**config.mk**
```make
export PLATFORM = sky130hd
export DESIGN_NAME = pic_top
export DESIGN_NICKNAME = d
export VERILOG_FILES = /design/src/core/pic_pkg.sv /design/src/core/pic_edge.sv /design/src/core/pic_flags.sv /design/src/core/pic_top.sv
export SDC_FILE = /design/constraint.sdc
export NUM_CORES = 1
export LEC_CHECK = 0
export BUFFER_PORTS_ARGS = -buffer_cell sky130_fd_sc_hd__clkbuf_2
export CORE_MARGIN = 2
export CORE_UTILIZATION = 45
export CTS_CLUSTER_DIAMETER = 100
export DETAILED_ROUTE_END_ITERATION = 10
export PLACE_DENSITY = 0.7
export SETUP_SLACK_MARGIN = 0.02
export SLEW_MARGIN = 30
export SYNTH_ARGS = -nofsm -noshare
export SYNTH_HDL_FRONTEND = slang
export SYNTH_SLANG_ARGS = --single-unit
export TNS_END_PERCENT = 30
```
**constraint.sdc**
```tcl
create_clock -name core_clk_i -period 1.6 [get_ports core_clk_i]
set_clock_uncertainty 0.05 [all_clocks]
set_input_delay 0.16 -clock core_clk_i [delete_from_list [all_inputs] [get_ports core_clk_i]]
set_output_delay 0.16 -clock core_clk_i [all_outputs]
set_load 0.005 [all_outputs]
```
**src/core/pic_pkg.sv**
```systemverilog
// Package: register map, field positions and carrier types for port interrupt control
package pic_pkg;

    // ------------------------------------------------------------
    // Register offsets
    // ------------------------------------------------------------
    localparam logic [7:0] PIC_ADDR_P0FLAG  = 8'h89;
    localparam logic [7:0] PIC_ADDR_P1FLAG  = 8'h8a;
    localparam logic [7:0] PIC_ADDR_P2FLAG  = 8'h8b;
    localparam logic [7:0] PIC_ADDR_CTRL    = 8'h8c;
    localparam logic [7:0] PIC_ADDR_P1MASK  = 8'h8d;
    localparam logic [7:0] PIC_ADDR_STATUS  = 8'h90;
    localparam logic [7:0] PIC_ADDR_IMASK   = 8'h91;

    // ------------------------------------------------------------
    // Control register fields
    // ------------------------------------------------------------
    localparam int PIC_B_DRIVE   = 6;
    localparam int PIC_B_P2EN    = 5;
    localparam int PIC_B_P0HEN   = 4;
    localparam int PIC_B_P0LEN   = 3;
    localparam int PIC_B_P2EDGE  = 2;
    localparam int PIC_B_P1EDGE  = 1;
    localparam int PIC_B_P0EDGE  = 0;
    localparam logic [7:0] PIC_CTRL_WMASK = 8'h7f;
    localparam logic [7:0] PIC_RST8       = 8'h00;
    localparam logic [4:0] PIC_RST5       = 5'h00;
    localparam logic [2:0] PIC_RST3       = 3'h0;
    localparam int PIC_P0_W     = 8;
    localparam int PIC_P1_W     = 8;
    localparam int PIC_P2_W     = 5;
    localparam int PIC_P0_HALF  = 4;
    localparam int PIC_USB_BIT  = 7;

    // Summary status bits: one per port
    localparam int PIC_S_P0 = 0;
    localparam int PIC_S_P1 = 1;
    localparam int PIC_S_P2 = 2;

    // Pin bundle
    typedef struct packed {
        logic [7:0] p0;
        logic [7:0] p1;
        logic [4:0] p2;
    } pic_pins_t;

    // Register access bundle
    typedef struct packed {
        logic [7:0] addr;
        logic [7:0] wdata;
        logic       wr;
        logic       rd;
    } pic_bus_t;

endpackage

```
**src/core/pic_edge.sv**
```systemverilog
// Edge detector for one port, with selectable rising or falling edge
`timescale 1ns/100ps
module pic_edge #(
    parameter int W = 8
) (
    input  wire logic         core_clk_i,
    input  wire logic         reset_n_i,
    input  wire logic [W-1:0] pins_i,
    input  wire logic         falling_i,
    output logic      [W-1:0] hit_o
);
    logic [W-1:0] prev_r;

    // ------------------------------------------------------------
    // Previous pin state
    // ------------------------------------------------------------
    always_ff @(posedge core_clk_i or negedge reset_n_i) begin
        if (!reset_n_i) begin
            prev_r <= '0;
        end else begin
            prev_r <= pins_i;
        end
    end

    // One-cycle hit per bit on the chosen edge
    genvar g;
    generate
        for (g = 0; g < W; g++) begin : g_bit
            assign hit_o[g] = falling_i ? (prev_r[g] & ~pins_i[g]) : (~prev_r[g] & pins_i[g]);
        end
    endgenerate
endmodule

```
**src/core/pic_flags.sv**
```systemverilog
// Pending flag bank: hardware sets, software clears by writing zero
`timescale 1ns/100ps
module pic_flags #(
    parameter int W = 8
) (
    input  wire logic         core_clk_i,
    input  wire logic         reset_n_i,
    input  wire logic [W-1:0] set_i,
    input  wire logic         wr_i,
    input  wire logic [W-1:0] wdata_i,
    output logic      [W-1:0] flags_o
);
    logic [W-1:0] flags_r;
    logic [W-1:0] flags_nxt;

    // Write 0 clears, write 1 keeps; a set in the same cycle wins
    assign flags_nxt = (wr_i ? (flags_r & wdata_i) : flags_r) | set_i;
    assign flags_o   = flags_r;

    always_ff @(posedge core_clk_i or negedge reset_n_i) begin
        if (!reset_n_i) begin
            flags_r <= '0;
        end else begin
            flags_r <= flags_nxt;
        end
    end
endmodule

```
**src/core/pic_top.sv**
```systemverilog
// Port interrupt control: control register, edge detection, pending flags, interrupt
`timescale 1ns/100ps
module pic_top
    import pic_pkg::*;
#(
    parameter bit USB_VARIANT = 1'b0
) (
    input  wire logic              core_clk_i,
    input  wire logic              reset_n_i,
    input  wire pic_pkg::pic_pins_t pins_i,
    input  wire logic              usb_resume_i,
    input  wire logic [7:0]        addr_i,
    input  wire logic [7:0]        wdata_i,
    input  wire logic              wr_i,
    input  wire logic              rd_i,
    output logic      [7:0]        rdata_o,
    output logic                   drive_strength_sel_o,
    output logic      [2:0]        port_irq_req_o,
    output logic                   irq_o
);
    import pic_pkg::*;

    // ------------------------------------------------------------
    // Register state
    // ------------------------------------------------------------
    logic [7:0] port_irq_control_r;
    logic [7:0] port1_pin_irq_mask_r;
    logic [2:0] irq_status_r;
    logic [2:0] irq_status_nxt;
    logic [2:0] irq_mask_r;
    logic [7:0] rdata_r;
    logic [7:0] rdata_nxt;

    // ------------------------------------------------------------
    // Address decode
    // ------------------------------------------------------------
    wire wr_ctrl   = wr_i && (addr_i == PIC_ADDR_CTRL);
    wire wr_p1mask = wr_i && (addr_i == PIC_ADDR_P1MASK);
    wire wr_p0flag = wr_i && (addr_i == PIC_ADDR_P0FLAG);
    wire wr_p1flag = wr_i && (addr_i == PIC_ADDR_P1FLAG);
    wire wr_p2flag = wr_i && (addr_i == PIC_ADDR_P2FLAG);
    wire wr_status = wr_i && (addr_i == PIC_ADDR_STATUS);
    wire wr_imask  = wr_i && (addr_i == PIC_ADDR_IMASK);

    // Control fields
    wire drive_strength_sel = port_irq_control_r[PIC_B_DRIVE];
    wire port2_group_irq_en = port_irq_control_r[PIC_B_P2EN];
    wire port0_upper_irq_en = port_irq_control_r[PIC_B_P0HEN];
    wire port0_lower_irq_en = port_irq_control_r[PIC_B_P0LEN];
    wire port2_edge_sel     = port_irq_control_r[PIC_B_P2EDGE];
    wire port1_edge_sel     = port_irq_control_r[PIC_B_P1EDGE];
    wire port0_edge_sel     = port_irq_control_r[PIC_B_P0EDGE];

    // ------------------------------------------------------------
    // Edge detection per port
    // ------------------------------------------------------------
    logic [PIC_P0_W-1:0] p0_hit;
    logic [PIC_P1_W-1:0] p1_hit;
    logic [PIC_P2_W-1:0] p2_hit;
    logic                usb_prev_r;

    pic_edge #(.W(PIC_P0_W)) u_edge0 (
        .core_clk_i (core_clk_i),
        .reset_n_i  (reset_n_i),
        .pins_i     (pins_i.p0),
        .falling_i  (port0_edge_sel),
        .hit_o      (p0_hit)
    );
    pic_edge #(.W(PIC_P1_W)) u_edge1 (
        .core_clk_i (core_clk_i),
        .reset_n_i  (reset_n_i),
        .pins_i     (pins_i.p1),
        .falling_i  (port1_edge_sel),
        .hit_o      (p1_hit)
    );
    pic_edge #(.W(PIC_P2_W)) u_edge2 (
        .core_clk_i (core_clk_i),
        .reset_n_i  (reset_n_i),
        .pins_i     (pins_i.p2),
        .falling_i  (port2_edge_sel),
        .hit_o      (p2_hit)
    );

    // USB resume rises on bit 7 of port 0; always rising, whatever the port 0 edge select
    wire       usb_hit = usb_resume_i & ~usb_prev_r;
    wire [7:0] p0_set  = USB_VARIANT ? {usb_hit, 1'b0, p0_hit[5:0]} : p0_hit;

    // ------------------------------------------------------------
    // Pending flags
    // ------------------------------------------------------------
    logic [PIC_P0_W-1:0] port0_pending_flags;
    logic [PIC_P1_W-1:0] p1_flags;
    logic [PIC_P2_W-1:0] p2_flags;

    pic_flags #(.W(PIC_P0_W)) u_flag0 (
        .core_clk_i (core_clk_i),
        .reset_n_i  (reset_n_i),
        .set_i      (p0_set),
        .wr_i       (wr_p0flag),
        .wdata_i    (wdata_i),
        .flags_o    (port0_pending_flags)
    );
    pic_flags #(.W(PIC_P1_W)) u_flag1 (
        .core_clk_i (core_clk_i),
        .reset_n_i  (reset_n_i),
        .set_i      (p1_hit),
        .wr_i       (wr_p1flag),
        .wdata_i    (wdata_i),
        .flags_o    (p1_flags)
    );
    pic_flags #(.W(PIC_P2_W)) u_flag2 (
        .core_clk_i (core_clk_i),
        .reset_n_i  (reset_n_i),
        .set_i      (p2_hit),
        .wr_i       (wr_p2flag),
        .wdata_i    (wdata_i[PIC_P2_W-1:0]),
        .flags_o    (p2_flags)
    );

    // ------------------------------------------------------------
    // Per-port interrupt requests through group enables and mask
    // ------------------------------------------------------------
    wire [3:0] p0_lo = port0_pending_flags[PIC_P0_HALF-1:0];
    wire [3:0] p0_hi = port0_pending_flags[PIC_P0_W-1:PIC_P0_HALF];
    wire req_p0 = (port0_lower_irq_en & (|p0_lo))
                | (port0_upper_irq_en & (|p0_hi));
    wire req_p1 = |(p1_flags & port1_pin_irq_mask_r);
    wire req_p2 = port2_group_irq_en & (|p2_flags);
    wire [2:0] req_vec = {req_p2, req_p1, req_p0};

    // Status sticky on rising request; write one clears, set wins
    logic [2:0] req_prev_r;
    wire  [2:0] req_rise = req_vec & ~req_prev_r;
    assign irq_status_nxt = (wr_status ? (irq_status_r & ~wdata_i[2:0]) : irq_status_r)
                          | req_rise;

    // ------------------------------------------------------------
    // Register writes
    // ------------------------------------------------------------
    always_ff @(posedge core_clk_i or negedge reset_n_i) begin
        if (!reset_n_i) begin
            port_irq_control_r   <= PIC_RST8;
            port1_pin_irq_mask_r <= PIC_RST8;
            irq_status_r         <= PIC_RST3;
            irq_mask_r           <= PIC_RST3;
            req_prev_r           <= PIC_RST3;
            usb_prev_r           <= 1'b0;
        end else begin
            if (wr_ctrl) begin
                port_irq_control_r <= wdata_i & PIC_CTRL_WMASK;
            end
            if (wr_p1mask) begin
                port1_pin_irq_mask_r <= wdata_i;
            end
            if (wr_imask) begin
                irq_mask_r <= wdata_i[2:0];
            end
            irq_status_r <= irq_status_nxt;
            req_prev_r   <= req_vec;
            usb_prev_r   <= usb_resume_i;
        end
    end

    // ------------------------------------------------------------
    // Read mux, data one cycle after strobe
    // ------------------------------------------------------------
    always_comb begin
        rdata_nxt = PIC_RST8;
        case (addr_i)
            PIC_ADDR_CTRL:   rdata_nxt = port_irq_control_r;
            PIC_ADDR_P1MASK: rdata_nxt = port1_pin_irq_mask_r;
            PIC_ADDR_P0FLAG: rdata_nxt = port0_pending_flags;
            PIC_ADDR_P1FLAG: rdata_nxt = p1_flags;
            PIC_ADDR_P2FLAG: rdata_nxt = {3'h0, p2_flags};
            PIC_ADDR_STATUS: rdata_nxt = {5'h00, irq_status_r};
            PIC_ADDR_IMASK:  rdata_nxt = {5'h00, irq_mask_r};
            default:         rdata_nxt = PIC_RST8;
        endcase
    end

    always_ff @(posedge core_clk_i or negedge reset_n_i) begin
        if (!reset_n_i) begin
            rdata_r <= PIC_RST8;
        end else begin
            rdata_r <= rd_i ? rdata_nxt : PIC_RST8;
        end
    end

    // Outputs
    assign rdata_o              = rdata_r;
    assign drive_strength_sel_o = drive_strength_sel;
    assign port_irq_req_o       = req_vec;
    assign irq_o                = |(irq_status_r & irq_mask_r);
endmodule

```
==> results of run 1 <==
power groups by stage:
stage / registers [mW] / clock network [mW] / logic (mW)
finish: 2.01 / 1.30 / 0.450
global route: 2.02 / 1.40 / 0.498
CTS: 2.01 / 1.34 / 0.450
detailed placement: 2.05 / 0 / 0.405
global placement: 2.04 / 0 / 0.398
floorplan: 2.02 / 0 / 0.206
worst max-delay path by stage:
stage	endpoint	slack, ns
2_1_floorplan	port1_pin_irq_mask_r[0]	0.02
3_3_place_gp	irq_status_r[2]	-0.20
3_5_place_dp	irq_status_r[2]	-0.24
4_1_cts	port_irq_req_o[2]	-0.20
5_1_grt	port_irq_req_o[2]	-0.23
6_report	port_irq_req_o[2]	-0.18
metrics by stage:
stage	instance area (um2)	total power, mW	hold slack, ns	instances	setup TNS (ns)
floorplan	3385	2.225	-0.1856	304	0
global placement	3961	2.440	0.1102	474	-2.742
detailed placement	3961	2.451	0.1071	474	-3.533
CTS	4373	3.802	0.03080	511	-0.3010
global route	4384	3.926	0.03543	511	-0.4142
finish	4384	3.768	0.04450	511	-0.2423
cell type report:
cell class | instances | area [um2]
fill | 642 | 2869
sequential | 74 | 1852
multi-input combinational | 209 | 1456
timing repair buffer | 108 | 758.2
clock buffer | 13 | 158.9
tap | 99 | 123.9
inverter | 6 | 22.52
clock inverter | 2 | 12.51
layer usage:
metal | vias up | share of wire, % | GRT usage (%)
met2 | 79 | 46 | 35.20
met3 | 19 | 4.4 | 4.841
met4 | 0 | 2.7 | 10.38
met5 | - | 0 | 0
met1 | 1387 | 47 | 31.53
li1 | 1343 | - | -
logic make-up (layout without fill, tap and decap cells):
family | Yosys count | after routing | synth area share [%]
AOI/OAI and AO/OA | 73 | 73 | 15.03
and+or+nand+nor | 111 | 111 | 18.78
DFF | 74 | 74 | 54.94
buffers and inverters | 21 | 129 | 3.081
muxes | 25 | 25 | 8.166
repair_timing:
action / in CTS / in global routing
hold buffers: 22 / 0
endpoints found under the setup margin: 3 / 4
endpoints found under the hold margin: 52 / 0
pin swaps: 1 / 2
gates resized for setup: 3 / 1
sequential cells by signal (all words and copies together) (netlist names):
register	flops
irq_mask_r	3
irq_status_r	3
port1_pin_irq_mask_r	8
port_irq_control_r	7
rdata_o	8
req_prev_r	3
u_edge0.prev_r	8
u_edge1.prev_r	8
u_edge2.prev_r	5
u_flag0.flags_o	8
u_flag1.flags_o	8
u_flag2.flags_o	5
synth_stat cells, drive strengths merged:
cell / count / area (um2)
nand3b: 10 / 75.07
and3: 2 / 12.51
nor4b: 1 / 8.760
mux2: 20 / 225.2
a32o: 4 / 40.04
or4: 2 / 15.01
nor3b: 2 / 15.01
o22ai: 3 / 18.77
inv: 6 / 22.52
o41ai: 2 / 17.52
a21o: 2 / 15.01
buf: 6 / 46.29
a211oi: 1 / 7.510
o21a: 1 / 7.510
a311oi: 1 / 8.760
or3b: 11 / 96.35
or2: 1 / 6.260
clkbuf: 9 / 35.03
a22o: 6 / 52.55
nand2b: 2 / 12.51
nand2: 30 / 112.6
o211ai: 12 / 90.09
nor2b: 6 / 37.54
mux2i: 5 / 50.05
nand3: 11 / 60.06
and3b: 4 / 35.03
a31oi: 1 / 6.260
a32oi: 4 / 35.03
nor3: 1 / 10.01
nor4: 4 / 25.02
nand4: 5 / 31.28
a21oi: 5 / 25.02
nor4bb: 1 / 10.01
a22oi: 9 / 67.56
a222oi: 1 / 10.01
o21ai: 21 / 105.1
dfrtp: 74 / 1852
nor2: 18 / 70.07
==> flow_summary.ini, run 1 <==
[status]
status = finished with violations
violations = setup timing

[setup_path]
path_cells = or4_1, o21a_1, clkbuf_2
r2r_start = u_flag2.flags_o[1]
critical_path_depth = 3
reg2reg_depth = 3
criticalPathCategory = register to output pin
r2r_setup_slack_ns = 0.11
cp.required_ns = 1.39
max_stage_delay_ns = 0.51
crit_fanout = 3
worst-path-buf-inv = 1
crit_family = simple AND/OR/NAND/NOR gates
crit_path_end_kind = output pin
crit_arrival_ns = 1.57
crit_start = u_flag2.flags_o[1]
r2r-end = irq_status_r[2]
slowest_stage = or4_1
worstSetupStartpointType = register

[floorplan]
core_um2 = 7253
rows = 31
die_area_um2 = 8198
die_y_um = 90.55
start_util_pct = 46.47
fp.dieW_um = 90.55
ioPinCount = 55

[cells_and_area]
area_growth_pct = 30.07
final_common_cell = dfrtp_1
diodes = 0
layout_common_cells = 74 x dfrtp_1, 52 x clkbuf_2, 31 x buf_4
fin_util_pct = 60.45
drive_above_1_share_pct = 33.01
fin_nets = 450

[detailed_routing]
drtIter0Drc = 193
vias = 2828
drc = 0
routedWlPerCell_um = 17.29
first_pass_iters = 4
wl_um = 8835
detail-route-antenna-nets = 0
vias_per_cell = 5.534

[power_and_ir_drop]
p_comb_share_pct = 11.9
seqPwrFrac_pct = 53.5
switching_share_pct = 25.40
p_int_mw = 2.811
clock_power_share_pct = 34.6
max-vdd-ir-drop_uv = 504.4
switchingPower_uw = 957.3
p_per_area_nw_per_um2 = 859.5
p_leak_nw = 1.907

[synthesis]
ys_seq_area_share_pct = 54.94
synth_nets = 346
ys_warn_count = 0
syn_area_um2 = 3371
syn_inst = 304
synth.distinct_cells = 44
ys_ff_latch = 74
syn_avg_cell_area_um2 = 11.09

[cts]
path_clk_slew_ns = 0.07
clock_latency_ns = 0.35
cts_tree = done
root_buffer = clkbuf_8
htreeDepth = 3
cts_setup_buffers = 0
cts_buffer_depth = 2
numCtsBuffers = 9
cts_sinks = 74

[global_routing]
grt_max_degree = 29
grt_pass1_wl_um = 14540
grt_pass1_vias = 2850
antenna_found_initial = 0
grtUsageTotal_pct = 22.98
gr-total-overflow = 0

[min_path]
hold_class = primary input to register
hp-start = wdata_i[7]
min_delay_path_depth = 2
hold_end = port1_pin_irq_mask_r[7]

[job]
cap_violations = 0

[sta]
tightest_slew_ns = 0.6671
drv_slew = 0
fmax_mhz = 562.4
setup-violations-final = 3
finalCritPeriodShare_pct = 111.1
max-slew-margin-rel_pct = 55.53
hold_viol_final = 0
setup_ws_ns = -0.1780
rsz0062_at_grt = yes
period_needed_ns = 1.778

[place]
dp.final_hpwl_um = 6455
dpl_worst_slack_ns = -0.2398
place.gp.congestion = 0.9300
portBuffers = 53
Power figures use the tool's default switching activity.
==> run 2: changes to the inputs <==
- CELL_PAD_IN_SITES_DETAIL_PLACEMENT: default -> 0
- CELL_PAD_IN_SITES_GLOBAL_PLACEMENT: default -> 2
- CORE_UTILIZATION: 45 -> 36
- PLACE_DENSITY: 0.7 -> 0.85
==> run 2 against run 1 <==
The flow still finishes with violations (setup timing); combinational power fell by 2%; non-clock buffer count fell by 3; sequential share of layout area fell by 0.17 points; global-route usage fell by 4.3 points; largest cell class unchanged.
==> flow_summary.ini, run 2 (synthesis gave the netlist of run 1 again) <==
[cts]
htreeDepth = 3
cts_sinks = 74
cts_tree = done
clock_latency_ns = 0.35
root_buffer = clkbuf_8
path_clk_slew_ns = 0.08
numCtsBuffers = 9
cts_buffer_depth = 2

[place]
place_inst = 479
place.gp.congestion = 0.9466
portBuffers = 53
dp.final_hpwl_um = 6599

[detailed_routing]
vias = 2812
detail-route-antenna-nets = 0
drtIter0Drc = 139
first_pass_iters = 4
wl_um = 8881
wl_met2_um = 4091
vias_per_cell = 5.397
maxUsedRoutingLayer = met4
met1Wirelength_um = 4190
routed-wl-met3_um = 462
drc = 0
routedWlPerCell_um = 17.05

[cells_and_area]
drive_above_1_share_pct = 33.17
fin_cells = 521
fin_util_pct = 48.09
diodes = 0
layout_common_cells = 74 x dfrtp_1, 52 x clkbuf_2, 30 x nand2_1, 30 x buf_4, 22 x dlygate4sd3_1
area_growth_pct = 30.59
fin_nets = 447
final_common_cell = dfrtp_1

[setup_path]
slowest_stage = or4_1
crit_arrival_ns = 1.56
r2r_setup_slack_ns = -0.10
crit_fanout = 2
criticalPathCategory = register to output pin
reg2reg_depth = 5
r2r_start = u_flag2.flags_o[0]
max_stage_delay_ns = 0.52
worstSetupStartpointType = register
cp.required_ns = 1.39
path_cells = or4_1, o21a_1, clkbuf_2
crit_family = simple AND/OR/NAND/NOR gates
r2r-end = irq_status_r[2]
crit_path_end_kind = output pin
worst-path-buf-inv = 1

[floorplan]
ioPinCount = 55
core_um2 = 9153
fp.dieW_um = 100.8
die_area_um2 = 10150
rows = 35
die_y_um = 100.8
start_util_pct = 36.83

[min_path]
min_delay_path_depth = 2
hold_end = port1_pin_irq_mask_r[6]
hp-start = wdata_i[6]
hold_class = primary input to register

[sta]
rsz0062_at_grt = yes
tightest_slew_ns = 0.3822
drv_slew = 0
setup-violations-final = 3
period_needed_ns = 1.768
setup_ws_ns = -0.1682
finalCritPeriodShare_pct = 110.5
fmax_mhz = 565.6
max-slew-margin-rel_pct = 74.47
hold_viol_final = 0

[power_and_ir_drop]
max-vdd-ir-drop_uv = 408.9
p_per_area_nw_per_um2 = 919.8
p_leak_nw = 1.905

[global_routing]
gr-total-overflow = 0
grt_max_degree = 36
antenna_found_initial = 0
grtUsageTotal_pct = 18.70
grt_pass1_wl_um = 14320
grt_pass1_vias = 2752

[status]
violations = setup timing
status = finished with violations

[job]
cap_violations = 0
==> run 2: power breakdown <==
group / total [mW] / leakage, nW / internal (mW) / switching (mW)
clock network: 1.60 / 0.105 / 0.874 / 0.723
logic: 0.443 / 0.942 / 0.218 / 0.224
registers: 2.01 / 0.858 / 1.95 / 0.0621
total: 4.05 / 1.90 / 3.04 / 1.01
==> run 2: worst register-to-register path, cell delays in order, from the launching register on <==
cell     delay [ns]
dfrtp_1        0.37
or4_1          0.52
o21a_1         0.20
buf_4          0.13
buf_4          0.12
a22o_1         0.19
==> run 2: worst max-delay path by stage <==
stage                            start                      end  slack, ns  cells after the start
global placement             addr_i[6]  port1_pin_irq_mask_r[0]      -0.12                      5
finish              u_flag2.flags_o[0]        port_irq_req_o[2]      -0.17                      3
CTS                 u_flag2.flags_o[0]        port_irq_req_o[2]      -0.21                      3
floorplan                    addr_i[6]  port1_pin_irq_mask_r[0]       0.02                      6
detailed placement           addr_i[6]  port1_pin_irq_mask_r[5]      -0.16                      5
global route        u_flag2.flags_o[0]        port_irq_req_o[2]      -0.24                      3
==> run 2: metrics by stage <==
step / setup slack, ns / cell area [um2] / power, mW / TNS [ns] / hold slack [ns]
5_1_grt: -0.2402 / 4402 / 4.240 / -0.6208 / 0.06109
3_5_place_dp: -0.1552 / 3914 / 2.444 / -2.779 / 0.05805
2_1_floorplan: 0.02482 / 3385 / 2.225 / 0 / -0.1856
3_3_place_gp: -0.1229 / 3914 / 2.433 / -2.389 / 0.05108
6_report: -0.1682 / 4402 / 4.048 / -0.3658 / 0.06522
4_1_cts: -0.2053 / 4374 / 4.095 / -0.3431 / 0.04094
==> run 2: cell type report <==
cell class	instances	area, um2
Fill cell	856	4751
Clock inverter	7	93.84
Sequential cell	74	1852
Multi-Input combinational cell	209	1445
Tap cell	111	138.9
Inverter	6	22.52
Timing Repair Buffer	105	725.7
Clock buffer	9	123.9
==> run 2: per-layer routing <==
metal,GRT usage [%],up-vias
met5,0,-
met4,8.325,0
met3,3.675,9
met2,28.51,81
met1,25.87,1382
li1,-,1340
==> run 2: repair_timing <==
action | 4_1_cts | 5_1_grt
hold endpoints to repair | 58 | 0
gates resized for setup | 1 | 2
cloned | 0 | 0
setup endpoints to repair | 4 | 5
buffers inserted | 2 | 2
hold buffers | 22 | 0
pin swaps | 7 | 3
